### src/rtl/hap_pkg.sv
// shared constants and types of the host access port
package hap_pkg;

  // ---------------------------------------------------------------------------
  // widths
  // ---------------------------------------------------------------------------
  localparam int ADDR_W  = 15;
  localparam int DATA_W  = 8;
  localparam int IADDR_W = 16;
  localparam int CNT_W   = 6;
  localparam int FRAME_W = 32;
  localparam int SYNC_W  = 4 + ADDR_W + DATA_W;

  // ---------------------------------------------------------------------------
  // indirect local map and mode control fields
  // ---------------------------------------------------------------------------
  localparam logic [1:0]         LOC_MODE      = 2'h0;
  localparam logic [1:0]         LOC_ADDR_HI   = 2'h1;
  localparam logic [1:0]         LOC_ADDR_LO   = 2'h2;
  localparam logic [1:0]         LOC_DATA      = 2'h3;
  localparam logic [IADDR_W-1:0] MODE_REG_ADDR = 16'h0000;
  localparam int                 MODE_IND_BIT  = 0;
  localparam int                 MODE_AI_BIT   = 1;
  localparam logic [DATA_W-1:0]  MODE_RESET    = 8'h00;
  localparam logic [IADDR_W-1:0] AI_STEP       = 16'h0001;
  localparam logic [IADDR_W-1:0] IDX_RESET     = 16'h0000;

  // ---------------------------------------------------------------------------
  // serial frame
  // ---------------------------------------------------------------------------
  localparam logic [DATA_W-1:0] OP_WRITE   = 8'hF0;
  localparam logic [DATA_W-1:0] OP_READ    = 8'h0F;
  localparam logic [CNT_W-1:0]  HDR_LAST   = 6'h17;
  localparam logic [CNT_W-1:0]  FRAME_LAST = 6'h1F;
  localparam int                SCLK_PIN   = 14;
  localparam int                SS_PIN     = 13;
  localparam int                MOSI_PIN   = 12;

  // pin levels assumed while in reset: strobes and slave select idle high
  localparam logic [SYNC_W-1:0] PIN_IDLE = 27'h3A00000;

  typedef enum {P_IDLE, P_BUSY, P_HOLD} hap_pst_t;

endpackage : hap_pkg

### src/rtl/hap_host_access_port.sv
// host access port: direct/indirect parallel bus and mode 0 serial slave
`timescale 1ns/1ns
module hap_host_access_port
  import hap_pkg::*;
(
  // clock and reset
  input  wire logic               clk_i,
  input  wire logic               rstn_i,
  // host pins
  input  wire logic               spi_en_i,
  input  wire logic               cs_n_i,
  input  wire logic               rd_n_i,
  input  wire logic               wr_n_i,
  input  wire logic [ADDR_W-1:0]  addr_i,
  input  wire logic [DATA_W-1:0]  data_i,
  output logic      [DATA_W-1:0]  data_o,
  output logic                    data_oe_n_o,
  output logic                    int_n_o,
  output logic                    miso_o,
  output logic                    miso_oe_n_o,
  // internal register and buffer port
  output logic      [IADDR_W-1:0] mem_addr_o,
  output logic      [DATA_W-1:0]  mem_wdata_o,
  output logic                    mem_we_o,
  output logic                    mem_re_o,
  input  wire logic [DATA_W-1:0]  mem_rdata_i,
  input  wire logic               irq_i
);

  // ---------------------------------------------------------------------------
  // pin synchronisers
  // ---------------------------------------------------------------------------
  logic [SYNC_W-1:0] s1_reg, s2_reg;
  logic              sclk_d_reg;
  logic              sp_en, cs_n, rd_n, wr_n, sclk, ss_n, mosi;
  logic [ADDR_W-1:0] pa;
  logic [DATA_W-1:0] pd;
  logic              sclk_rise, sclk_fall;

  always_ff @(posedge clk_i)
  begin
    if (!rstn_i)
    begin
      s1_reg     <= PIN_IDLE;
      s2_reg     <= PIN_IDLE;
      sclk_d_reg <= 1'b0;
    end
    else
    begin
      s1_reg     <= {spi_en_i, cs_n_i, rd_n_i, wr_n_i, addr_i, data_i};
      s2_reg     <= s1_reg;
      sclk_d_reg <= sclk;
    end
  end

  assign sp_en = s2_reg[SYNC_W-1];
  assign cs_n  = s2_reg[SYNC_W-2];
  assign rd_n  = s2_reg[SYNC_W-3];
  assign wr_n  = s2_reg[SYNC_W-4];
  assign pa    = s2_reg[DATA_W +: ADDR_W];
  assign pd    = s2_reg[DATA_W-1:0];
  // address pins double as serial pins
  assign sclk  = pa[SCLK_PIN];
  assign ss_n  = pa[SS_PIN];
  assign mosi  = pa[MOSI_PIN];
  // mode 0: clock idles low, sample on rise, shift on fall
  assign sclk_rise = sp_en & ~ss_n & sclk & ~sclk_d_reg;
  assign sclk_fall = sp_en & ~ss_n & ~sclk & sclk_d_reg;

  // ---------------------------------------------------------------------------
  // shared request and response path
  // ---------------------------------------------------------------------------
  logic               req, req_wr;
  logic [IADDR_W-1:0] req_addr;
  logic [DATA_W-1:0]  req_wdata;
  logic               rsp_valid;
  logic [DATA_W-1:0]  rsp_data;

  // ---------------------------------------------------------------------------
  // serial slave
  // ---------------------------------------------------------------------------
  logic [CNT_W-1:0]   cnt_reg, cnt_next;
  logic [FRAME_W-1:0] rx_reg, rx_next, rx_shift;
  logic [DATA_W-1:0]  tx_reg, tx_next;
  logic               miso_reg, miso_next;
  logic               sread_reg, sread_next;
  logic               spi_req, spi_wr;
  logic [IADDR_W-1:0] spi_addr;

  always_comb
  begin
    cnt_next   = cnt_reg;
    rx_next    = rx_reg;
    tx_next    = tx_reg;
    miso_next  = miso_reg;
    sread_next = sread_reg;
    spi_req    = 1'b0;
    spi_wr     = 1'b0;
    spi_addr   = rx_reg[DATA_W +: IADDR_W];
    rx_shift   = {rx_reg[FRAME_W-2:0], mosi};
    if (!sp_en || ss_n)
    begin
      cnt_next   = '0;
      sread_next = 1'b0;
    end
    else
    begin
      if (sclk_rise)
      begin
        rx_next  = rx_shift;
        cnt_next = cnt_reg + 6'h01;
        if (cnt_reg == HDR_LAST && rx_shift[2*DATA_W +: DATA_W] == OP_READ)
        begin
          spi_req    = 1'b1;
          spi_addr   = rx_shift[IADDR_W-1:0];
          sread_next = 1'b1;
        end
        if (cnt_reg == FRAME_LAST)
        begin
          cnt_next   = '0;
          sread_next = 1'b0;
          if (rx_shift[FRAME_W-1 -: DATA_W] == OP_WRITE)
          begin
            spi_req  = 1'b1;
            spi_wr   = 1'b1;
            spi_addr = rx_shift[DATA_W +: IADDR_W];
          end
        end
      end
      if (sclk_fall)
      begin
        miso_next = tx_reg[DATA_W-1];
        tx_next   = {tx_reg[DATA_W-2:0], 1'b0};
      end
    end
    if (sp_en && rsp_valid && sread_reg)
      tx_next = rsp_data;
  end

  always_ff @(posedge clk_i)
  begin
    if (!rstn_i)
    begin
      cnt_reg   <= '0;
      rx_reg    <= '0;
      tx_reg    <= '0;
      miso_reg  <= 1'b0;
      sread_reg <= 1'b0;
    end
    else
    begin
      cnt_reg   <= cnt_next;
      rx_reg    <= rx_next;
      tx_reg    <= tx_next;
      miso_reg  <= miso_next;
      sread_reg <= sread_next;
    end
  end

  assign miso_o      = miso_reg;
  assign miso_oe_n_o = ~(sp_en & ~ss_n);

  // ---------------------------------------------------------------------------
  // parallel bus, mode control and request register
  // ---------------------------------------------------------------------------
  hap_pst_t           pst_reg, pst_next;
  logic [DATA_W-1:0]  mode_reg, mode_next, dout_reg, dout_next;
  logic [IADDR_W-1:0] idx_reg, idx_next, raddr_reg, raddr_next;
  logic [DATA_W-1:0]  rwd_reg, rwd_next;
  logic               rdc_reg, rdc_next, rwe_reg, rwe_next, rre_reg, rre_next;
  logic               rloc_reg, rloc_next, rpend_reg, rpend_next, rmode_reg, rmode_next;
  logic               int_n_reg;
  logic               par_req, par_wr, cs_act, ind, ai;
  logic [IADDR_W-1:0] par_addr;

  assign ind       = mode_reg[MODE_IND_BIT];
  assign ai        = mode_reg[MODE_AI_BIT];
  assign cs_act    = ~sp_en & ~cs_n & (~rd_n | ~wr_n);
  assign rsp_valid = rpend_reg;
  assign rsp_data  = rmode_reg ? mode_reg : mem_rdata_i;

  always_comb
  begin
    pst_next  = pst_reg;
    dout_next = dout_reg;
    idx_next  = idx_reg;
    rdc_next  = rdc_reg;
    mode_next = mode_reg;
    par_req   = 1'b0;
    par_wr    = rd_n;
    par_addr  = {1'b0, pa};
    case (pst_reg)
      P_IDLE:
      begin
        if (cs_act)
        begin
          rdc_next = ~rd_n;
          pst_next = P_HOLD;
          if (!ind)
            par_req = 1'b1;
          else
          begin
            case (pa[1:0])
              LOC_MODE:
              begin
                par_req  = 1'b1;
                par_addr = MODE_REG_ADDR;
              end
              LOC_ADDR_HI:
              begin
                if (!rd_n)
                  dout_next = idx_reg[IADDR_W-1 -: DATA_W];
                else
                  idx_next[IADDR_W-1 -: DATA_W] = pd;
              end
              LOC_ADDR_LO:
              begin
                if (!rd_n)
                  dout_next = idx_reg[DATA_W-1:0];
                else
                  idx_next[DATA_W-1:0] = pd;
              end
              default:
              begin
                par_req  = 1'b1;
                par_addr = idx_reg;
                if (ai)
                  idx_next = idx_reg + AI_STEP;
              end
            endcase
          end
          if (par_req && !rd_n)
            pst_next = P_BUSY;
        end
      end
      P_BUSY:
      begin
        if (rsp_valid)
        begin
          dout_next = rsp_data;
          pst_next  = P_HOLD;
        end
      end
      P_HOLD:
      begin
        if (cs_n || (rd_n && wr_n))
        begin
          pst_next = P_IDLE;
          rdc_next = 1'b0;
        end
      end
      default:
        pst_next = P_IDLE;
    endcase
    req       = sp_en ? spi_req : par_req;
    req_wr    = sp_en ? spi_wr : par_wr;
    req_addr  = sp_en ? spi_addr : par_addr;
    req_wdata = sp_en ? rx_shift[DATA_W-1:0] : pd;
    rwe_next   = req & req_wr;
    rre_next   = req & ~req_wr;
    rloc_next  = (req_addr == MODE_REG_ADDR);
    raddr_next = req ? req_addr : raddr_reg;
    rwd_next   = req ? req_wdata : rwd_reg;
    rpend_next = rre_reg;
    rmode_next = rloc_reg;
    if (rwe_next && rloc_next)
      mode_next = req_wdata;
  end

  always_ff @(posedge clk_i)
  begin
    if (!rstn_i)
    begin
      pst_reg   <= P_IDLE;
      mode_reg  <= MODE_RESET;
      dout_reg  <= '0;
      idx_reg   <= IDX_RESET;
      rdc_reg   <= 1'b0;
      raddr_reg <= '0;
      rwd_reg   <= '0;
      rwe_reg   <= 1'b0;
      rre_reg   <= 1'b0;
      rloc_reg  <= 1'b0;
      rpend_reg <= 1'b0;
      rmode_reg <= 1'b0;
      int_n_reg <= 1'b1;
    end
    else
    begin
      pst_reg   <= pst_next;
      mode_reg  <= mode_next;
      dout_reg  <= dout_next;
      idx_reg   <= idx_next;
      rdc_reg   <= rdc_next;
      raddr_reg <= raddr_next;
      rwd_reg   <= rwd_next;
      rwe_reg   <= rwe_next;
      rre_reg   <= rre_next;
      rloc_reg  <= rloc_next;
      rpend_reg <= rpend_next;
      rmode_reg <= rmode_next;
      int_n_reg <= ~irq_i;
    end
  end

  assign data_o      = dout_reg;
  assign data_oe_n_o = ~((pst_reg == P_HOLD) & rdc_reg);
  assign int_n_o     = int_n_reg;
  assign mem_addr_o  = raddr_reg;
  assign mem_wdata_o = rwd_reg;
  assign mem_we_o    = rwe_reg & ~rloc_reg;
  assign mem_re_o    = rre_reg & ~rloc_reg;
endmodule : hap_host_access_port

### config.mk
export PLATFORM = sky130hd
export DESIGN_NAME = hap_host_access_port
export DESIGN_NICKNAME = d
export VERILOG_FILES = /design/src/rtl/hap_pkg.sv /design/src/rtl/hap_host_access_port.sv
export SDC_FILE = /design/constraint.sdc
export NUM_CORES = 1
export LEC_CHECK = 0
export BUFFER_PORTS_ARGS = -buffer_cell sky130_fd_sc_hd__clkbuf_2
export CORE_AREA = 5 5 145 147
export CTS_CLUSTER_DIAMETER = 50
export DETAILED_ROUTE_END_ITERATION = 12
export DIE_AREA = 0 0 150 152
export GPL_TIMING_DRIVEN = 0
export HOLD_SLACK_MARGIN = 0.05
export PLACE_DENSITY = 0.54
export SLEW_MARGIN = 20
export SYNTH_ARGS = -nofsm -noshare
export SYNTH_HDL_FRONTEND = slang
export SYNTH_SLANG_ARGS = --single-unit
### constraint.sdc
create_clock -name clk_i -period 2.8 [get_ports clk_i]
set_input_delay 0.28 -clock clk_i [delete_from_list [all_inputs] [get_ports clk_i]]
set_output_delay 0.28 -clock clk_i [all_outputs]
set_load 0.02 [all_outputs]
==> out/metrics.csv, run 1 <==
stage;metric;value;unit
status;status;finished with violations;
status;violations;setup timing;
logic_synthesis;synth_edf_count;0;
pwr;power.density;536;nW/um^2
logic_synthesis;synthFlopType;dfxtp_1;
final_layout;largest_reg_flops;31;
sta;drv_slew;0;
die;initial_core_util;38.1;%
pwr;switching_share;24.1;%
die;rows;52;
sta;finalWorstSetupSlack;-231;ps
logic_synthesis;postSynthAreaPerCell;8.90;um^2
sta;rsz0062_at_grt;yes;
worst_setup_path;crit_fanout;8;
pwr;p_leak;3.56;nW
place;gp_congestion;0.897;
logic_synthesis;synthTopCellsByCount;dfxtp_1 (167), nand2_1 (102), nor2_1 (70), a21oi_1 (58), and2_1 (50);
logic_synthesis;synth_warnings;0;
drt;num_vias;6800;
global_routing;grt_max_degree;17;
logic_synthesis;synth_seq_cells;167;
pwr;peakVddDrop;0.000427;V
logic_synthesis;synth.distinct_cells;74;
place;place_ws;-855;ps
cts;cts_tree;done;
worst_setup_path;crit_buf_inv;2;
final_layout;antenna_cells;0;
final_layout;finish.utilization;49.8;%
cts;htree_num_levels;4;
min_path;hold_path.class;primary input to flop;
drt;vias_per_cell;5.28;
drt;routedWlPerCell;18.4;um
sta;finalSetupViolCount;9;
cts;cts_root_buffer;clkbuf_16;
worst_setup_path;crit_path_end_kind;flop;
logic_synthesis;synth_nets;890;
final_layout;n_fill_cell;1940;
worst_setup_path;crit_slowest_cell;or4_4;
worst_setup_path;max_stage_delay;540;ps
pwr;power.internal;0.00401;W
die;die_x;150;um
sta;hold_violations;0;
global_routing;grtUsageTotal;20.6;%
logic_synthesis;synthCells;846;
drt;ant_nets;0;
cts;cts_buffer_depth;2;
pwr;clock_power_share;46.0;%
sta;worst_pin_slew;793;ps
die;die-area;22800;um^2
run;cap_violations;0;
pwr;comb_power_share;7.6;%
drt;dr.pass1.iters;5;
worst_setup_path;cp_data_required_time;3120;ps
global_routing;grt_antenna_before_repair;0;
logic_synthesis;synthArstFlopShare;0;%
final_layout;layout-drive-gt1-share;24.4;%
drt;drtIter0Drc;537;
die;io_pins;76;
logic_synthesis;synth_seq_area_share;44.4;%
sta;period_minus_slack;3030;ps
final_layout;regArea;3360;um^2
cts;numCtsBuffers;17;
sta;max_freq;330;MHz
final_layout;area_delta_synth_final;30.8;%
place;dp_hpwl;17000;um
cts;cts.sinks;167;
cts;cts.clk_slew.worst_paths;60;ps
drt;drcViolationCount;0;
sta;slew_headroom;47.0;%
worst_setup_path;crit_path_start_kind;flop;
final_layout;multiInputGateArea;4190;um^2
global_routing;grt.overflow.total;0;
cts;worstSkewPairLatency;430;ps
logic_synthesis;syn_area;7530;um^2
drt;drt_wl_total;23700;um
sta;skew;9.72;ps
worst_setup_path;crit_path_cell_trace;or4_4, or4_4, buf_4, mux2i_1, a21oi_1, o21ai_2, nand4_1, buf_4, nor4_4, nor3_2;
die;core-area;19800;um^2
worst_setup_path;cp.arrival;3350;ps
final_layout;nets;1049;
worst_setup_path;worstSetupPathType;flop to flop;
worst_setup_path;critical_path.top_delay_family;simple AND/OR/NAND/NOR gates;
logic_synthesis;synth_top_area_share;44.4;%
pwr;net-switching-power;0.00127;W
sta;whs;65.1;ps
logic_synthesis;yosysTopAreaCell;dfxtp_1;
die;die_height;152;um
global_routing;grt_pass1_wl;36600;um
global_routing;grt_pass1_vias;6386;
logic_synthesis;yosysMostFrequentCell;dfxtp_1;
sta;fin_crit_sh;108;%
place;portBuffers;74;
logic_synthesis;synthTopCellsByArea;dfxtp_1 (44%), nand2_1 (5.1%), mux2i_1 (4.5%);
sta;finalSetupTns;-1690;ps
pwr;power_frac_seq;46.4;%
[kinds of logic after synthesis]
family	after synthesis	share of synthesized area (%)
muxes	44	6.02
buffers and inverters	77	5.22
adders and majority gates	6	0.997
DFF	167	44.4
and+or+nand+nor	340	23.4
xor gates and xnor gates	5	0.582
AOI/OAI and AO/OA	207	19.4
[cell usage in the layout, fill, tap and decap left out, drive strengths merged, types with 5 or more instances in the layout]
cell / count
nor4: 11
mux2: 10
and3: 10
nand4: 8
a31oi: 7
nand2: 102
o221a: 6
o21ai: 24
nand3: 15
a21oi: 59
nor2: 71
dfxtp: 167
nor3: 16
dlygate4sd3: 27
buf: 53
nand2b: 13
nor2b: 16
o211a: 6
and2: 50
or2: 5
o21a: 6
a22oi: 14
a21o: 5
clkbuf: 142
mux2i: 34
o221ai: 9
inv: 17
or4: 5
ha: 6
a41oi: 8
a211oi: 34
[final cells by class]
cell class | instances | area share, %
multi-input cells | 602 | 42.5
flip-flops and latches | 167 | 34.1
repair buffers | 142 | 9.82
clock buffers | 18 | 4.36
plain buffers | 62 | 3.47
well taps | 270 | 3.43
clock inverters | 13 | 1.75
inverters | 13 | 0.495
[per-stage QoR]
stage | cell area (um^2) | cells | total power (W)
after floorplan | 7550 | 846 | 0.00269
after global placement | 8260 | 1190 | 0.00280
after detailed placement | 8260 | 1190 | 0.00280
after CTS | 9560 | 1271 | 0.00530
after global routing | 9850 | 1287 | 0.00545
final | 9850 | 1287 | 0.00528
[power groups by stage]
stage | registers [W] | logic (W) | clock network (W)
3_3_place_gp | 0.00250 | 0.000299 | 0
4_1_cts | 0.00245 | 0.000374 | 0.00248
5_1_grt | 0.00245 | 0.000430 | 0.00257
2_1_floorplan | 0.00250 | 0.000189 | 0
6_report | 0.00245 | 0.000400 | 0.00243
3_5_place_dp | 0.00250 | 0.000299 | 0
[worst paths after layout]
kind,end,cells past startpoint,slack (ps),from
worst max-delay path,mode_reg[4]$_SDFFE_PN0P_,10,-230,cnt_reg[3]$_SDFFE_PP0N_
worst min-delay path,s1_reg[13]$_SDFF_PN0_,2,70,addr_i[5]
worst max register to register,mode_reg[4]$_SDFFE_PN0P_,10,-230,cnt_reg[3]$_SDFFE_PP0N_
worst min register to register,s2_reg[25]$_SDFF_PN1_,1,410,s1_reg[25]$_SDFF_PN1_
[routing by layer]
| layer | routed length [um] | global-route usage, % | up-vias | share of wire, % |
|---|---|---|---|---|
| li1 | - | - | 3349 | - |
| met5 | 0 | 0 | - | 0 |
| met3 | 1640 | 4.53 | 35 | 6.9 |
| met1 | 11200 | 29.7 | 3179 | 47 |
| met2 | 10500 | 30.7 | 237 | 44 |
| met4 | 401 | 6.19 | 0 | 1.7 |
[timing repair]
item	in CTS	in global routing
hold buffers	26	1
hold endpoints to repair	26	1
buffers inserted	24	16
resized for setup	52	34
pin swaps	9	26
cloned	1	0
endpoints found under the setup margin	40	22
Power figures use the tool's default switching activity.
==> inputs of run 2 (changes only) <==
==> constraint.sdc (replaced) <==
create_clock -name clk_i -period 2.8 [get_ports clk_i]
set_input_delay 0.42 -clock clk_i [delete_from_list [all_inputs] [get_ports clk_i]]
set_output_delay 0.42 -clock clk_i [all_outputs]
set_load 0.02 [all_outputs]
==> run 2 against run 1 <==
Compared with the run above: the run still ends with setup timing left; die area unchanged; first-iteration DRC count decreased by 8.9%; sequential power about the same; global-route usage decreased by 0.12 points; combinational power decreased by 7.5%; register-to-register slack about the same.
==> out/metrics.csv, run 2 (same netlist as run 1, synthesis figures left out) <==
stage;metric;value;unit
status;status;finished with violations;
status;violations;setup timing;
sta;rsz0062_at_grt;yes;
worst_setup_path;r2r_setup_slack;-230;ps
worst_setup_path;r2r_cells;10;
place;gp_congestion;0.897;
cts;cts_tree;done;
pwr;power_frac_seq;46.7;%
drt;num_vias;6671;
worst_setup_path;timing.rr.start;cnt_reg[3]$_SDFFE_PP0N_;
run;cap_violations;0;
cts;postCtsHoldBufs;0;
sta;finalSetupViolCount;9;
global_routing;grtUsageTotal;20.5;%
worst_setup_path;crit_path_end_kind;flop;
drt;drcViolationCount;0;
worst_setup_path;cp_data_required_time;3120;ps
cts;worstSkewPairLatency;430;ps
sta;slew_headroom;46.4;%
sta;worst_pin_slew;801;ps
final_layout;n_fill_cell;1979;
final_layout;mostFrequentLayoutCells;dfxtp_1 (159), nand2_1 (100), clkbuf_2 (77);
global_routing;grt_pass1_vias;6317;
sta;hold_violations;0;
final_layout;final_area;9580;um^2
sta;fin_crit_sh;108;%
cts;cts_buffer_depth;2;
die;die_x;150;um
place;dp_hpwl;17000;um
min_path;hold_start;irq_i;
die;die-area;22800;um^2
drt;routedWlPerCell;18.7;um
die;rows;52;
worst_setup_path;crit_fanout;8;
pwr;power.density;548;nW/um^2
pwr;peakVddDrop;0.000427;V
worst_setup_path;worstSetupPathType;flop to flop;
sta;skew;10.2;ps
drt;drt_wl_total;23500;um
min_path;hold_path.class;primary input to flop;
worst_setup_path;cp.arrival;3350;ps
cts;htree_num_levels;4;
die;io_pins;76;
worst_setup_path;crit_path_start_kind;flop;
worst_setup_path;r2r_end;mode_reg[4]$_SDFFE_PN0P_;
place;dpl_cell_area;8260;um^2
die;die_height;152;um
worst_setup_path;endpoint;mode_reg[4]$_SDFFE_PN0P_;
final_layout;final_cells;1260;
global_routing;grt_pass1_wl;36300;um
global_routing;grt.overflow.total;0;
pwr;clock_power_share;46.3;%
cts;numCtsBuffers;17;
sta;period_minus_slack;3030;ps
global_routing;grt_antenna_before_repair;0;
drt;drtIter0Drc;489;
final_layout;largest_reg_flops;31;
pwr;net-switching-power;0.00127;W
cts;cts.sinks;167;
pwr;comb_power_share;7.1;%
sta;finalWorstSetupSlack;-234;ps
final_layout;layout_commonest_cell;dfxtp_1;
drt;vias_per_cell;5.29;
die;initial_core_util;38.1;%
sta;drv_slew;0;
place;dp.cells;1190;
die;core-area;19800;um^2
final_layout;layout-drive-gt1-share;25.1;%
final_layout;nets;1022;
cts;cts_root_buffer;clkbuf_16;
pwr;power.internal;0.00398;W
drt;dr.pass1.iters;7;
pwr;p_leak;3.45;nW
drt;ant_nets;0;
worst_setup_path;crit_start;cnt_reg[3]$_SDFFE_PP0N_;
global_routing;grt_max_degree;17;
final_layout;area_delta_synth_final;27.2;%
cts;cts.clk_slew.worst_paths;70;ps
place;portBuffers;74;
final_layout;antenna_cells;0;
pwr;switching_share;24.1;%
sta;max_freq;330;MHz
==> run 2: cell count changes in the layout (fill, tap and decap cells not counted) <==
cell,before,now
dlygate4sd3_1,27,0
==> run 2: area by class of cell <==
cell class,instances,area (um^2),area share [%]
multi-input combinational,602,4190,43.7
sequential,167,3360,35.1
timing repair buffer,115,697,7.28
clock buffer,18,429,4.48
buffer,62,342,3.57
tap,270,338,3.53
clock inverter,13,173,1.80
inverter,13,48.8,0.509
==> run 2: per-stage QoR <==
stage	hold slack, ps	setup WS (ps)	total power [W]	util, %	setup TNS [ps]
global route	147	-346	0.00542	48.4	-2860
floorplan	386	5.24	0.00269	-	0
finish	139	-234	0.00525	48.4	-1650
global placement	395	-799	0.00280	41.7	-11720
CTS	126	-192	0.00527	47.0	-1570
detailed placement	398	-855	0.00280	41.8	-11390
==> run 2: critical path, stage by stage (launching register included) <==
cell,delay [ps]
dfxtp_4,360
or4_4,540
or4_4,500
buf_4,170
mux2i_1,140
a21oi_1,110
o21ai_2,270
nand4_1,150
buf_4,240
nor4_4,360
nor3_2,60
==> run 2: metal layers <==
| metal | GRT usage (%) | vias to the layer above | part of all wire [%] |
|---|---|---|---|
| li1 | - | 3295 | - |
| met4 | 6.14 | 0 | 1.9 |
| met1 | 29.7 | 3102 | 47 |
| met3 | 4.65 | 40 | 7.1 |
| met5 | 0 | - | 0 |
| met2 | 30.2 | 234 | 44 |
==> run 2: power by group through the flow <==
| stage | Combinational [W] | Sequential [W] | Clock, W |
|---|---|---|---|
| after floorplan | 0.000189 | 0.00250 | 0 |
| after global placement | 0.000299 | 0.00250 | 0 |
| after detailed placement | 0.000299 | 0.00250 | 0 |
| after CTS | 0.000346 | 0.00245 | 0.00248 |
| after global routing | 0.000398 | 0.00245 | 0.00257 |
| final | 0.000370 | 0.00245 | 0.00243 |
==> run 2: worst min path at each step <==
stage / end / slack [ps] / cells past startpoint
2_1_floorplan: s2_reg[21]$_SDFF_PN1_ / 390 / 1
3_3_place_gp: s2_reg[21]$_SDFF_PN1_ / 400 / 1
3_5_place_dp: s2_reg[25]$_SDFF_PN1_ / 400 / 1
4_1_cts: int_n_o$_SDFF_PN1_ / 130 / 2
5_1_grt: int_n_o$_SDFF_PN1_ / 150 / 2
6_report: int_n_o$_SDFF_PN1_ / 140 / 2
==> run 2: repair_timing <==
action                                  4_1_cts  5_1_grt
buffers inserted                             24       16
gates resized for setup                      52       34
pin swaps                                     9       26
cloned                                        1        0
endpoints found under the setup margin       40       22
